File: config.mk
export PLATFORM = sky130hd
export DESIGN_NAME = pcpu_unit
export DESIGN_NICKNAME = d
export VERILOG_FILES = /design/src/rtl/pcpu_pkg.sv /design/src/rtl/pcpu_arbiter.sv /design/src/rtl/pcpu_priv_check.sv /design/src/rtl/pcpu_unit.sv
export SDC_FILE = /design/constraint.sdc
export NUM_CORES = 1
export LEC_CHECK = 0
export ABC_AREA = 1
export BUFFER_PORTS_ARGS = -buffer_cell sky130_fd_sc_hd__buf_2
export CORE_UTILIZATION = 40
export DETAILED_ROUTE_END_ITERATION = 12
export PLACE_DENSITY = 0.75
export SLEW_MARGIN = 30
export SYNTH_ARGS = -nofsm -noshare
export SYNTH_HDL_FRONTEND = slang
export SYNTH_SLANG_ARGS = --single-unit
export TNS_END_PERCENT = 100
File: constraint.sdc
create_clock -name mclk_in -period 2.8 [get_ports mclk_in]
set_clock_uncertainty 0.05 [all_clocks]
set_input_delay 0.56 -clock mclk_in [delete_from_list [all_inputs] [get_ports mclk_in]]
set_output_delay 0.56 -clock mclk_in [all_outputs]
set_load 0.1 [all_outputs]
File: src/rtl/pcpu_pkg.sv
// Purpose: constants and types of the process controls privilege unit
// Assumes: 32-bit process controls word
// Notes: field positions, reset values and operation codes
package pcpu_pkg;
  localparam int unsigned PCPU_W = 32;
  localparam int unsigned PCPU_TRACE_EN_BIT = 0;
  localparam int unsigned PCPU_MODE_BIT = 1;
  localparam int unsigned PCPU_TFP_BIT = 10;
  localparam int unsigned PCPU_STATE_BIT = 13;
  localparam int unsigned PCPU_PRIO_LO = 16;
  localparam int unsigned PCPU_PRIO_HI = 20;
  localparam int unsigned PCPU_PRIO_W = 5;
  localparam logic [4:0] PCPU_PRIO_MAX = 5'h1f;
  // bits the unit defines; the rest are reserved and preserved
  localparam logic [31:0] PCPU_DEFINED_MASK = 32'h001f_2403;
  localparam logic [31:0] PCPU_RESERVED_RESET = 32'h0000_0000;
  localparam logic [1:0] PCPU_TRACE_DELAY = 2'h3;
  localparam int unsigned PCPU_NEST_W = 6;

  // privileged operation classes
  typedef enum logic [2:0] {
    PCPU_OP_NONE,
    PCPU_OP_MODIFY,
    PCPU_OP_SYSCTL,
    PCPU_OP_DMA_SETUP,
    PCPU_OP_SFR_OPERAND,
    PCPU_OP_RAM_WRITE
  } pcpu_op_t;

  typedef enum logic [1:0] {
    PCPU_FAULT_NONE,
    PCPU_FAULT_TYPE_MISMATCH,
    PCPU_FAULT_CONSTRAINT_PRIV
  } pcpu_fault_t;

  typedef enum logic [1:0] {
    PCPU_STACK_USER,
    PCPU_STACK_SUPERVISOR,
    PCPU_STACK_INTERRUPT
  } pcpu_stack_t;

  // masked update: keep unselected bits
  function automatic logic [31:0] pcpu_merge(input logic [31:0] old_v,
                                             input logic [31:0] new_v,
                                             input logic [31:0] mask_v);
    pcpu_merge = (old_v & ~mask_v) | (new_v & mask_v);
  endfunction : pcpu_merge
endpackage : pcpu_pkg

File: src/rtl/pcpu_arbiter.sv
// Purpose: decide service or post for a requested interrupt
// Assumes: priorities are 5-bit, 31 always serviced
// Notes: combinational
`timescale 1ns/1ps
module pcpu_arbiter
  import pcpu_pkg::*;
(
  // priorities
  input wire logic [4:0] cur_prio_in,
  input wire logic [4:0] req_prio_in,
  input wire logic req_in,
  // decision
  output logic service_out,
  output logic post_out
);
  always_comb begin
    service_out = req_in && ((req_prio_in > cur_prio_in) || (req_prio_in == PCPU_PRIO_MAX));
    post_out = req_in && !service_out;
  end
endmodule : pcpu_arbiter

File: src/rtl/pcpu_priv_check.sv
// Purpose: fault supervisor-only operations issued in user mode
// Assumes: operation class given per instruction
// Notes: combinational
`timescale 1ns/1ps
module pcpu_priv_check
  import pcpu_pkg::*;
(
  // request
  input wire logic supervisor_in,
  input wire pcpu_op_t op_in,
  // result
  output pcpu_fault_t fault_out,
  output logic allow_out
);
  always_comb begin
    fault_out = PCPU_FAULT_NONE;
    if (!supervisor_in) begin
      case (op_in)
        PCPU_OP_MODIFY: fault_out = PCPU_FAULT_TYPE_MISMATCH;
        PCPU_OP_SYSCTL: fault_out = PCPU_FAULT_CONSTRAINT_PRIV;
        PCPU_OP_DMA_SETUP: fault_out = PCPU_FAULT_CONSTRAINT_PRIV;
        PCPU_OP_SFR_OPERAND: fault_out = PCPU_FAULT_TYPE_MISMATCH;
        PCPU_OP_RAM_WRITE: fault_out = PCPU_FAULT_TYPE_MISMATCH;
        default: fault_out = PCPU_FAULT_NONE;
      endcase
    end
    allow_out = (op_in != PCPU_OP_NONE) && (fault_out == PCPU_FAULT_NONE);
  end
endmodule : pcpu_priv_check

File: src/rtl/pcpu_unit.sv
// Purpose: process controls word, interrupt service decision, privilege
// Assumes: one core clock; events are one-cycle pulses from the core
// Notes: supervisor pin qualifies bus accesses of supervisor instructions
//
// Notes on behaviour
// - bit 1 is execution mode, 0 user, 1 supervisor.
// - supervisor call from user sets mode; its matching return clears it.
// - bit 13 is 1 while servicing an interrupt, else 0.
// - nested interrupts keep interrupted state until the outermost handler returns.
// - bits 16 to 20 hold current priority, 0 lowest, 31 highest.
// - service interrupt above current priority or at 31, else post it.
// - servicing an interrupt loads priority with its priority.
// - bit 0 enables trace faults; bit 10 flags a detected trace event.
// - modify operation only in supervisor mode, else type-mismatch fault.
// - modify operation reads word and changes only mask-selected bits.
// - handler return restores saved word only if in supervisor mode.
// - changes act at once; trace enable via modify may lag three instructions.
// - hardware reset: priority 31, supervisor, trace off, interrupted.
// - reinitialize applies reset conditions but keeps priority.
// - supervisor call into supervisor mode selects the supervisor stack.
// - supervisor pin asserted for bus accesses of supervisor instructions.
// - user mode faults sysctl, DMA setup, register operand, protected RAM write.
// - supervisor call stays supervisor until return to the calling procedure.
// - interrupt switches to supervisor mode but uses the interrupt stack.
`timescale 1ns/1ps
module pcpu_unit
  import pcpu_pkg::*;
#(
  parameter int unsigned NEST_DEPTH_W = PCPU_NEST_W
) (
  // clock and reset
  input wire logic mclk_in,
  input wire logic arst_n_in,
  // interrupt request
  input wire logic int_req_in,
  input wire logic [4:0] int_prio_in,
  input wire logic int_return_in,
  input wire logic fault_entry_in,
  input wire logic fault_return_in,
  input wire logic [31:0] saved_pc_in,
  // supervisor call and return
  input wire logic call_super_in,
  input wire logic call_return_in,
  // operation issue
  input wire logic instr_retire_in,
  input wire pcpu_op_t op_in,
  input wire logic [31:0] mod_mask_in,
  input wire logic [31:0] mod_value_in,
  input wire logic reinit_in,
  input wire logic trace_event_in,
  // bus access
  input wire logic bus_req_in,
  input wire logic bus_instr_super_in,
  // status out
  output logic [31:0] process_controls_out,
  output logic [31:0] mod_old_out,
  output logic int_service_out,
  output logic int_post_out,
  output pcpu_fault_t fault_out,
  output pcpu_stack_t stack_out,
  output logic trace_active_out,
  output logic sup_access_out
);

  // ****************************************
  // state
  // ****************************************
  typedef struct packed {
    logic [31:0] pcw;
    logic [31:0] mod_old;
    logic [NEST_DEPTH_W-1:0] nest;
    logic [NEST_DEPTH_W-1:0] call_depth;
    logic call_owner;
    logic trace_active;
    logic [1:0] trace_wait;
    logic trace_target;
    pcpu_stack_t stack;
    pcpu_fault_t fault;
    logic service;
    logic post;
    logic sup_access;
  } pcpu_state_t;

  pcpu_state_t st_reg;
  pcpu_state_t st_next;

  logic arb_service;
  logic arb_post;
  pcpu_fault_t chk_fault;
  logic chk_allow;

  // ****************************************
  // helpers
  // ****************************************
  pcpu_arbiter u_arbiter (
    .cur_prio_in(st_reg.pcw[PCPU_PRIO_HI:PCPU_PRIO_LO]),
    .req_prio_in(int_prio_in),
    .req_in(int_req_in),
    .service_out(arb_service),
    .post_out(arb_post)
  );

  pcpu_priv_check u_priv (
    .supervisor_in(st_reg.pcw[PCPU_MODE_BIT]),
    .op_in(op_in),
    .fault_out(chk_fault),
    .allow_out(chk_allow)
  );

  // ****************************************
  // next state
  // ****************************************
  always_comb begin
    logic [31:0] pc_v;
    logic [31:0] sel_mask;
    pc_v = st_reg.pcw;
    sel_mask = 32'h0000_0000;
    st_next = st_reg;
    st_next.fault = chk_fault;
    st_next.service = arb_service;
    st_next.post = arb_post;
    st_next.sup_access = bus_req_in && bus_instr_super_in;

    // supervisor call from user mode
    if (call_super_in) begin
      if (!pc_v[PCPU_MODE_BIT] && (st_reg.call_depth == '0)) begin
        pc_v[PCPU_MODE_BIT] = 1'b1;
        st_next.call_owner = 1'b1;
        st_next.stack = PCPU_STACK_SUPERVISOR;
      end
      if (st_reg.call_owner || (!pc_v[PCPU_MODE_BIT])) begin
        st_next.call_depth = st_reg.call_depth + 1'b1;
      end else if (st_next.call_owner) begin
        st_next.call_depth = st_reg.call_depth + 1'b1;
      end
    end else if (call_return_in && st_reg.call_owner) begin
      st_next.call_depth = st_reg.call_depth - 1'b1;
      if (st_reg.call_depth == NEST_DEPTH_W'(1)) begin
        pc_v[PCPU_MODE_BIT] = 1'b0;
        st_next.call_owner = 1'b0;
        st_next.stack = PCPU_STACK_USER;
      end
    end

    // modify operation in supervisor mode
    if (op_in == PCPU_OP_MODIFY && chk_allow) begin
      st_next.mod_old = st_reg.pcw;
      sel_mask = mod_mask_in & PCPU_DEFINED_MASK;
      pc_v = pcpu_merge(pc_v, mod_value_in, sel_mask);
      if (sel_mask[PCPU_TRACE_EN_BIT]) begin
        st_next.trace_target = mod_value_in[PCPU_TRACE_EN_BIT];
        st_next.trace_wait = PCPU_TRACE_DELAY;
      end
    end

    // return from an interrupt or fault handler
    if (int_return_in || fault_return_in) begin
      if (st_reg.pcw[PCPU_MODE_BIT]) begin
        pc_v = pcpu_merge(pc_v, saved_pc_in, PCPU_DEFINED_MASK);
      end
      if (int_return_in && st_reg.nest != '0) begin
        st_next.nest = st_reg.nest - 1'b1;
        if (st_reg.nest == NEST_DEPTH_W'(1)) begin
          pc_v[PCPU_STATE_BIT] = 1'b0;
        end else begin
          pc_v[PCPU_STATE_BIT] = 1'b1;
        end
      end
      st_next.stack = pc_v[PCPU_MODE_BIT] ? PCPU_STACK_SUPERVISOR : PCPU_STACK_USER;
    end

    // trace event sets the pending flag; set beats a same-cycle modify or restore
    if (trace_event_in && st_reg.trace_active) begin
      pc_v[PCPU_TFP_BIT] = 1'b1;
    end

    // fault entry runs in supervisor mode
    if (fault_entry_in) begin
      pc_v[PCPU_MODE_BIT] = 1'b1;
    end

    // interrupt service
    if (arb_service) begin
      pc_v[PCPU_PRIO_HI:PCPU_PRIO_LO] = int_prio_in;
      pc_v[PCPU_STATE_BIT] = 1'b1;
      pc_v[PCPU_MODE_BIT] = 1'b1;
      st_next.stack = PCPU_STACK_INTERRUPT;
      if (st_reg.nest != '1) begin
        st_next.nest = st_next.nest + 1'b1;
      end
    end

    // trace enable lag after modify
    if (st_reg.trace_wait != 2'h0) begin
      if (instr_retire_in) begin
        st_next.trace_wait = st_reg.trace_wait - 2'h1;
        if (st_reg.trace_wait == 2'h1) begin
          st_next.trace_active = st_reg.trace_target;
        end
      end
    end else begin
      st_next.trace_active = pc_v[PCPU_TRACE_EN_BIT];
    end

    // reinitialize keeps priority
    if (reinit_in && chk_allow) begin
      pc_v[PCPU_MODE_BIT] = 1'b1;
      pc_v[PCPU_TRACE_EN_BIT] = 1'b0;
      pc_v[PCPU_STATE_BIT] = 1'b1;
      pc_v[PCPU_TFP_BIT] = 1'b0;
      st_next.trace_active = 1'b0;
      st_next.trace_wait = 2'h0;
      st_next.nest = '0;
      st_next.call_depth = '0;
      st_next.call_owner = 1'b0;
      st_next.stack = PCPU_STACK_SUPERVISOR;
    end

    st_next.pcw = pc_v;
  end

  // ****************************************
  // registers
  // ****************************************
  always_ff @(posedge mclk_in or negedge arst_n_in) begin
    if (!arst_n_in) begin
      st_reg.pcw <= PCPU_RESERVED_RESET | 32'h001f_2002;
      st_reg.mod_old <= 32'h0000_0000;
      st_reg.nest <= '0;
      st_reg.call_depth <= '0;
      st_reg.call_owner <= 1'b0;
      st_reg.trace_active <= 1'b0;
      st_reg.trace_wait <= 2'h0;
      st_reg.trace_target <= 1'b0;
      st_reg.stack <= PCPU_STACK_SUPERVISOR;
      st_reg.fault <= PCPU_FAULT_NONE;
      st_reg.service <= 1'b0;
      st_reg.post <= 1'b0;
      st_reg.sup_access <= 1'b0;
    end else begin
      st_reg <= st_next;
    end
  end

  // ****************************************
  // outputs
  // ****************************************
  assign process_controls_out = st_reg.pcw;
  assign mod_old_out = st_reg.mod_old;
  assign int_service_out = st_reg.service;
  assign int_post_out = st_reg.post;
  assign fault_out = st_reg.fault;
  assign stack_out = st_reg.stack;
  assign trace_active_out = st_reg.trace_active;
  assign sup_access_out = st_reg.sup_access;

endmodule : pcpu_unit
* Word level (Yosys, flattened, before mapping)
Cells that the tools add are included.
** Word-level totals
- Register bits after elaboration :: 88
- Input bits :: 117
** Operators by class
- Add/subtract/negate cells :: 5
- Order comparisons :: 1
- Eq/ne operators :: 14
- Mux-type cells :: 47
- Bitwise operators :: 5
- Reduce and logical (&&, ||, !) cells :: 32
** Operator list (count)
- $mux W32 :: 4
- $mux W6 :: 6
- $and A32 B21 Y32 :: 1
- $and A32 B32 Y32 :: 1
- $not A21 Y32 :: 1
- $or A32 B21 Y32 :: 1
- $or A32 B32 Y32 :: 1
- $mux W2 :: 10
- $mux W1 :: 19
- $mux W16 :: 1
- $mux W7 :: 2
- $add A6 B1 Y6 const B :: 2
- $eq A6 B1 Y1 const B :: 2
- $sub A6 B1 Y6 const B :: 2
- $logic_and A1 B1 Y1 :: 10
- $reduce_bool A5 Y1 :: 2
- $mux W3 :: 3
- $reduce_bool A3 Y1 :: 3
- $reduce_and A2 Y1 :: 4
- $eq A3 B2 Y1 const B :: 2
- $eq A3 B3 Y1 const B :: 2
- $logic_not A6 Y1 :: 1
- $ne A6 B6 Y1 const B :: 1
- $reduce_bool A6 Y1 :: 1
- 18 further kinds :: 22

* Depth between registers and ports, before layout
Gate-level depths: netlist (run 1).
- Depth after elaboration :: 16
- Mapped depth :: 14
- Gate-level depth less buffers :: 14

* Hierarchy
From an unflattened synthesis (run 1), not the netlist that was laid out.
** Second synthesis, totals
- Cell total of the unflattened synthesis :: 433
- Area, all modules :: 3275.6 sq um
** By module, submodules not included
- pcpu_unit :: instances 1, cells each 392, area each 3047.9 sq um
- pcpu_arbiter :: instances 1, cells each 30, area each 178.9 sq um
- pcpu_priv_check :: instances 1, cells each 11, area each 48.8 sq um

* Worst setup path before layout (run 1)
No wires, ideal clock.
- Path kind :: reg2reg
- Start point :: register st_reg, in the netlist process_controls_out[20]
- End point :: register st_reg, in the netlist process_controls_out[18]
- Data arrival time :: 1763 ps
- Data required time :: 2663 ps
- Slack :: 900 ps
- Cell stages (with the launch flop) :: 13
- Buffers on the path :: 1
- Period minus slack after synthesis :: 1900 ps
- Cells stage by stage :: dfstp_2 -> inv_1 -> ha_1 -> nand2_1 -> nor2_1 -> nand2_1 -> nand3_1 -> nand2_1 -> nand2_1 -> nand2_1 -> buf_2 -> o211ai_1 -> o21ai_0
** RTL lines
- from (decl) :: RTL line pcpu_unit.sv:84 : pcpu_state_t st_reg;
- from (signal assigned) :: RTL line pcpu_unit.sv:241 : st_reg <= st_next;

==> flow_metrics.tcl, run 1 <==
set metrics [dict create \
    io_buffers 73 \
    drt-wirelength-per-cell_um 11.6 \
    grt_setup_unrepaired "no" \
    synth_top_flop_cell "dfrtp_1" \
    grt_pass1_wl_um 10600 \
    netlist_instances 404 \
    grt_pass1_vias 2454 \
    fmax_mhz 463 \
    grt_overflow 0 \
    track_usage 0.159 \
    die_h_um 90.9 \
    hold_class "primary input to asynchronous set/reset pin" \
    root_buffer "clkbuf_8" \
    vdd_drop_max_uv 289 \
    crit_slowest_cell "dfstp_2" \
    drtPass1Iterations 6 \
    worst_ep_required_time_ps 2970 \
    slowest_delay_ps 550 \
    worstMarginPinSlew_ps 534 \
    gp_congestion 0.846 \
    drc 0 \
    synth-warning-count 0 \
    r2r_cells 12 \
    seq_area_um2 1060 \
    drive_above_1_share 0.247 \
    antenna_found_initial 0 \
    diodes 0 \
    cts_buffer_depth 2 \
    ios 189 \
    avgViaCountPerCell 4.73 \
    p_leak_nw 1.83 \
    min_period_ps 2160 \
    cts_hold_buffers 0 \
    postCtsSetupBuffers 0 \
    final.period_utilization 0.771 \
    cts_tree "done" \
    via_count 2650 \
    final_hold_viol_count 0 \
    start_util 0.411 \
    core_um2 7690 \
    slew_violations 0 \
    holdWs_ps 180 \
    ys_seq_area_frac 0.336 \
    rr_startpoint "process_controls_out[20]" \
    crit_path_end_kind "register" \
    cts_buffers 5 \
    r2r-end "process_controls_out[18]" \
    clkLatencyLatePin_ps 300 \
    crit_chain "inv_1 > ha_1 > nand2_1 > nor2_1 > nand2_1 > nand3_1 > nand2_1 > nand2_1 > nand2_1 > buf_4 > o211ai_1 > o21ai_0" \
    final_common_cell "buf_2" \
    cts.sinks 42 \
    wl_um 6480 \
    largest_reg_flops 16 \
    hpwl_um 5100 \
    synth.distinct_cells 38 \
    cts_resized 0 \
    fin_setup_tns_ps 0 \
    path_clk_slew_ps 90 \
    layout_common_cells "buf_2 (72), nand2_1 (67), inv_1 (49)" \
    slew_headroom 0.644 \
    drtAntennaViolNets 0 \
    r2r_setup_slack_ps 640 \
    synth_edf_count 0 \
    maxCapViolCount 0 \
    syn_area_um2 3160 \
    fin_nets 590 \
    dieArea_um2 8250 \
    multi_input_area_um2 1520 \
    std_cell_rows 32 \
    worstPathArrival_ps 2330 \
    ys_ff_latch 42 \
    status "completed" \
    area_growth_pct 8.68 \
    cts-htree-levels 2 \
    drtIter0Drc 90 \
    fp.dieW_um 90.9 \
    finalSetupViolCount 0 \
    async_flop_share 1.00 \
    syn_area_per_cell_um2 7.82 \
    grt_max_degree 43 \
    worstPathMaxFanout 12 \
    p_per_area_nw_per_um2 1080 \
    cpMostUsedCell "nand2_1" \
    crit_type "register to register" \
    n_fill_cell 786 \
    crit_path_start_kind "register" \
]
==> critical path: cells and delay by family (launching register included) <==
family / cells / cell delay, ps
buffers and inverters: 2 / 270
AO/OA/AOI/OAI: 2 / 200
AND/OR/NAND/NOR: 7 / 710
adder cells (fa/ha/maj): 1 / 290
flip-flops: 1 / 550
==> kinds of logic after synthesis <==
group,count (synthesis),synth area share
and+or+nand+nor,147,0.231
DFF,42,0.336
adders and majority gates,16,0.0634
buffers and inverters,126,0.235
AOI/OAI and AO/OA,67,0.119
xor gates and xnor gates,5,0.0139
other,1,0.00119
==> synthesized netlist by cell type, types with 3 or more instances <==
cell      number  area (um2)
inv_1         49         184
nand4_1        5        31.3
buf_4         68         510
xor2_1         3        26.3
ha_1          16         200
nand3b_1       4        30.0
a21oi_1       23         115
nand2_1       67         251
nor2_4         3        33.8
o21ai_0       24         120
nand3_4        3        52.6
nand3_1       20         100
buf_2          5        25.0
a31oi_1        3        18.8
dfrtp_1       34         851
nor2_1        23        86.3
dfstp_2        8         210
nor3_1         8        40.0
nand2_2        6        37.5
o211ai_1       8        60.1
==> cell type report <==
cell class / instances / area share
flip-flops and latches: 42 / 0.309
clock inverters: 3 / 0.0201
repair buffers: 76 / 0.114
well taps: 102 / 0.0372
clock buffers: 5 / 0.0201
inverters: 51 / 0.0558
multi-input cells: 281 / 0.444
==> worst max-delay path by stage <==
stage,from,end,slack [ps],depth (start not counted)
4_1_cts,process_controls_out[20],process_controls_out[18],620,12
6_report,process_controls_out[20],process_controls_out[18],640,12
2_1_floorplan,process_controls_out[20],process_controls_out[18],900,12
5_1_grt,process_controls_out[20],process_controls_out[20],420,12
3_5_place_dp,int_return_in,trace_active_out,470,7
3_3_place_gp,int_return_in,trace_active_out,520,7
==> through the flow <==
step	total power, mW	area, um2	worst slack [ps]	util	instances
final	3.70	3430	640	0.446	560
after global routing	3.92	3430	420	0.446	560
after CTS	3.72	3430	623	0.446	560
after detailed placement	3.13	3290	469	0.428	552
after global placement	3.09	3290	519	0.428	552
after floorplan	2.96	3330	900	-	449
==> power breakdown <==
| part | internal (mW) | switching, mW |
|---|---|---|
| Clock | 0.357 | 0.222 |
| Sequential | 0.803 | 0.149 |
| Combinational | 0.458 | 1.71 |
| Total | 1.62 | 2.09 |
==> metal layers <==
metal,part of all wire,vias up,routed length (um),track usage
met5,0,-,0,0
met4,0.025,0,163,0.0608
met3,0.063,16,405,0.0404
met2,0.49,96,3170,0.286
met1,0.42,1230,2740,0.180
li1,-,1308,-,-
Power figures use the tool's default switching activity.
==> run 2: changes to the inputs <==
==> constraint.sdc (replaced) <==
create_clock -name mclk_in -period 2.2 [get_ports mclk_in]
set_clock_uncertainty 0.05 [all_clocks]
set_input_delay 0.44 -clock mclk_in [delete_from_list [all_inputs] [get_ports mclk_in]]
set_output_delay 0.44 -clock mclk_in [all_outputs]
set_load 0.1 [all_outputs]
==> run 2 against run 1 <==
Compared with the run above: sequential power is 27% higher; die area stayed put; clock power is 6.4% higher; cell count is 1.8% higher; first-iteration DRC count is 6.7% lower; routed wire length is 2.5% higher; critical endpoint is now st_reg[22].
==> flow_metrics.tcl, run 2 (same netlist as run 1, synthesis figures left out) <==
set metrics [dict create \
    crit_type "register to register" \
    p_leak_nw 1.86 \
    ios 189 \
    avgViaCountPerCell 4.65 \
    r2r_cells 13 \
    area_growth_pct 11.0 \
    root_buffer "clkbuf_8" \
    cts_buffer_depth 2 \
    drc 0 \
    worstPathMaxFanout 4 \
    wl_um 6640 \
    maxCapViolCount 0 \
    placed_area_um2 3350 \
    layout_common_cells "buf_2 (73), nand2_1 (66), inv_1 (49)" \
    crit_path_start_kind "register" \
    grt_overflow 0 \
    grt_max_degree 43 \
    crit_chain "inv_1 > ha_4 > nand2_1 > nor2_2 > nand2_1 > nand3_1 > nand2_1 > nand2_2 > nand4_1 > nor2_2 > nand2_1 > nand2_1 > nor2_1" \
    slowest_delay_ps 540 \
    fin_setup_tns_ps 0 \
    drt-wirelength-per-cell_um 11.6 \
    hpwl_um 5200 \
    final_hold_viol_count 0 \
    cts-htree-levels 2 \
    largest_reg_flops 16 \
    final.period_utilization 0.920 \
    stdcell_area_um2 3500 \
    io_buffers 73 \
    min_period_ps 2020 \
    drtAntennaViolNets 0 \
    start_util 0.411 \
    final_util 0.456 \
    std_cell_rows 32 \
    holdWs_ps 49.9 \
    fmax_mhz 494 \
    status "completed" \
    crit_path_end_kind "register" \
    worst_ep_required_time_ps 2340 \
    grt_setup_unrepaired "no" \
    crit_slowest_cell "dfstp_2" \
    drive_above_1_share 0.268 \
    vdd_drop_max_uv 395 \
    layoutNonFillerInstCount 570 \
    dieArea_um2 8250 \
    grt_pass1_wl_um 11200 \
    multi_input_area_um2 1540 \
    final_common_cell "buf_2" \
    fin_nets 599 \
    cts.sinks 42 \
    cts_hold_buffers 0 \
    finalSetupViolCount 0 \
    slew_headroom 0.661 \
    placed_cells 558 \
    antenna_found_initial 1 \
    cts_buffers 5 \
    track_usage 0.168 \
    grt_pass1_vias 2536 \
    worstPathArrival_ps 2170 \
    gp_congestion 0.835 \
    die_h_um 90.9 \
    n_fill_cell 773 \
    clkLatencyLatePin_ps 300 \
    worstMarginPinSlew_ps 512 \
    cpMostUsedCell "nand2_1" \
    hold_class "primary input to asynchronous set/reset pin" \
    drtPass1Iterations 5 \
    via_count 2648 \
    slew_violations 0 \
    path_clk_slew_ps 80 \
    p_per_area_nw_per_um2 1340 \
    cts_tree "done" \
    core_um2 7690 \
    drtIter0Drc 84 \
    fp.dieW_um 90.9 \
    seq_area_um2 1060 \
]
-- run 2: routing by layer --
layer / track usage / wire length (um)
met5: 0 / 0
met2: 0.293 / 3250
met4: 0.0648 / 150
met1: 0.194 / 2840
met3: 0.0480 / 403
-- run 2: final cells by class --
class                   instances  area share
clock buffers                   6      0.0207
clock inverters                 2      0.0107
multi-input cells             281       0.441
well taps                     102      0.0364
inverters                      51      0.0546
diodes                          1    0.000714
flip-flops and latches         42       0.303
repair buffers                 85       0.134
-- run 2: worst paths after layout --
| check | to | startpoint | slack (ps) |
|---|---|---|---|
| worst max-delay path | st_reg[22] | process_controls_out[18] | 180 |
| worst min-delay path | sup_access_out | arst_n_in | 50 |
| worst max register to register | st_reg[22] | process_controls_out[18] | 180 |
| worst min register to register | mod_old_out[16] | mod_old_out[16] | 430 |
| max in group asynchronous | process_controls_out[19] | arst_n_in | 1780 |
| min in group mclk_in | sup_access_out | bus_instr_super_in | 270 |
-- run 2: repair_timing --
action / CTS / global route
endpoints found under the setup margin: 0 / 9
buffers inserted: 0 / 3
endpoints found under the hold margin: 0 / 0
resized for setup: 0 / 4
-- run 2: critical path: cells and delay by family (launching register included) --
family	cells	cell delay [ps]
fa+ha+maj	1	270
simple gates	11	990
buf+inv	1	70
flops	1	540
-- run 2: metrics by stage --
step	power [mW]	setup slack [ps]
4_1_cts	4.65	81.2
2_1_floorplan	3.77	300
3_3_place_gp	3.95	135
6_report	4.70	177
5_1_grt	4.99	9.64
3_5_place_dp	4.03	88.9
-- run 2: report_power, final --
part           leakage, nW  internal [mW]  switching [mW]
clock               0.0514          0.339           0.278
combinational         1.28          0.649            2.22
sequential           0.523           1.02           0.190
total                 1.86           2.01            2.69
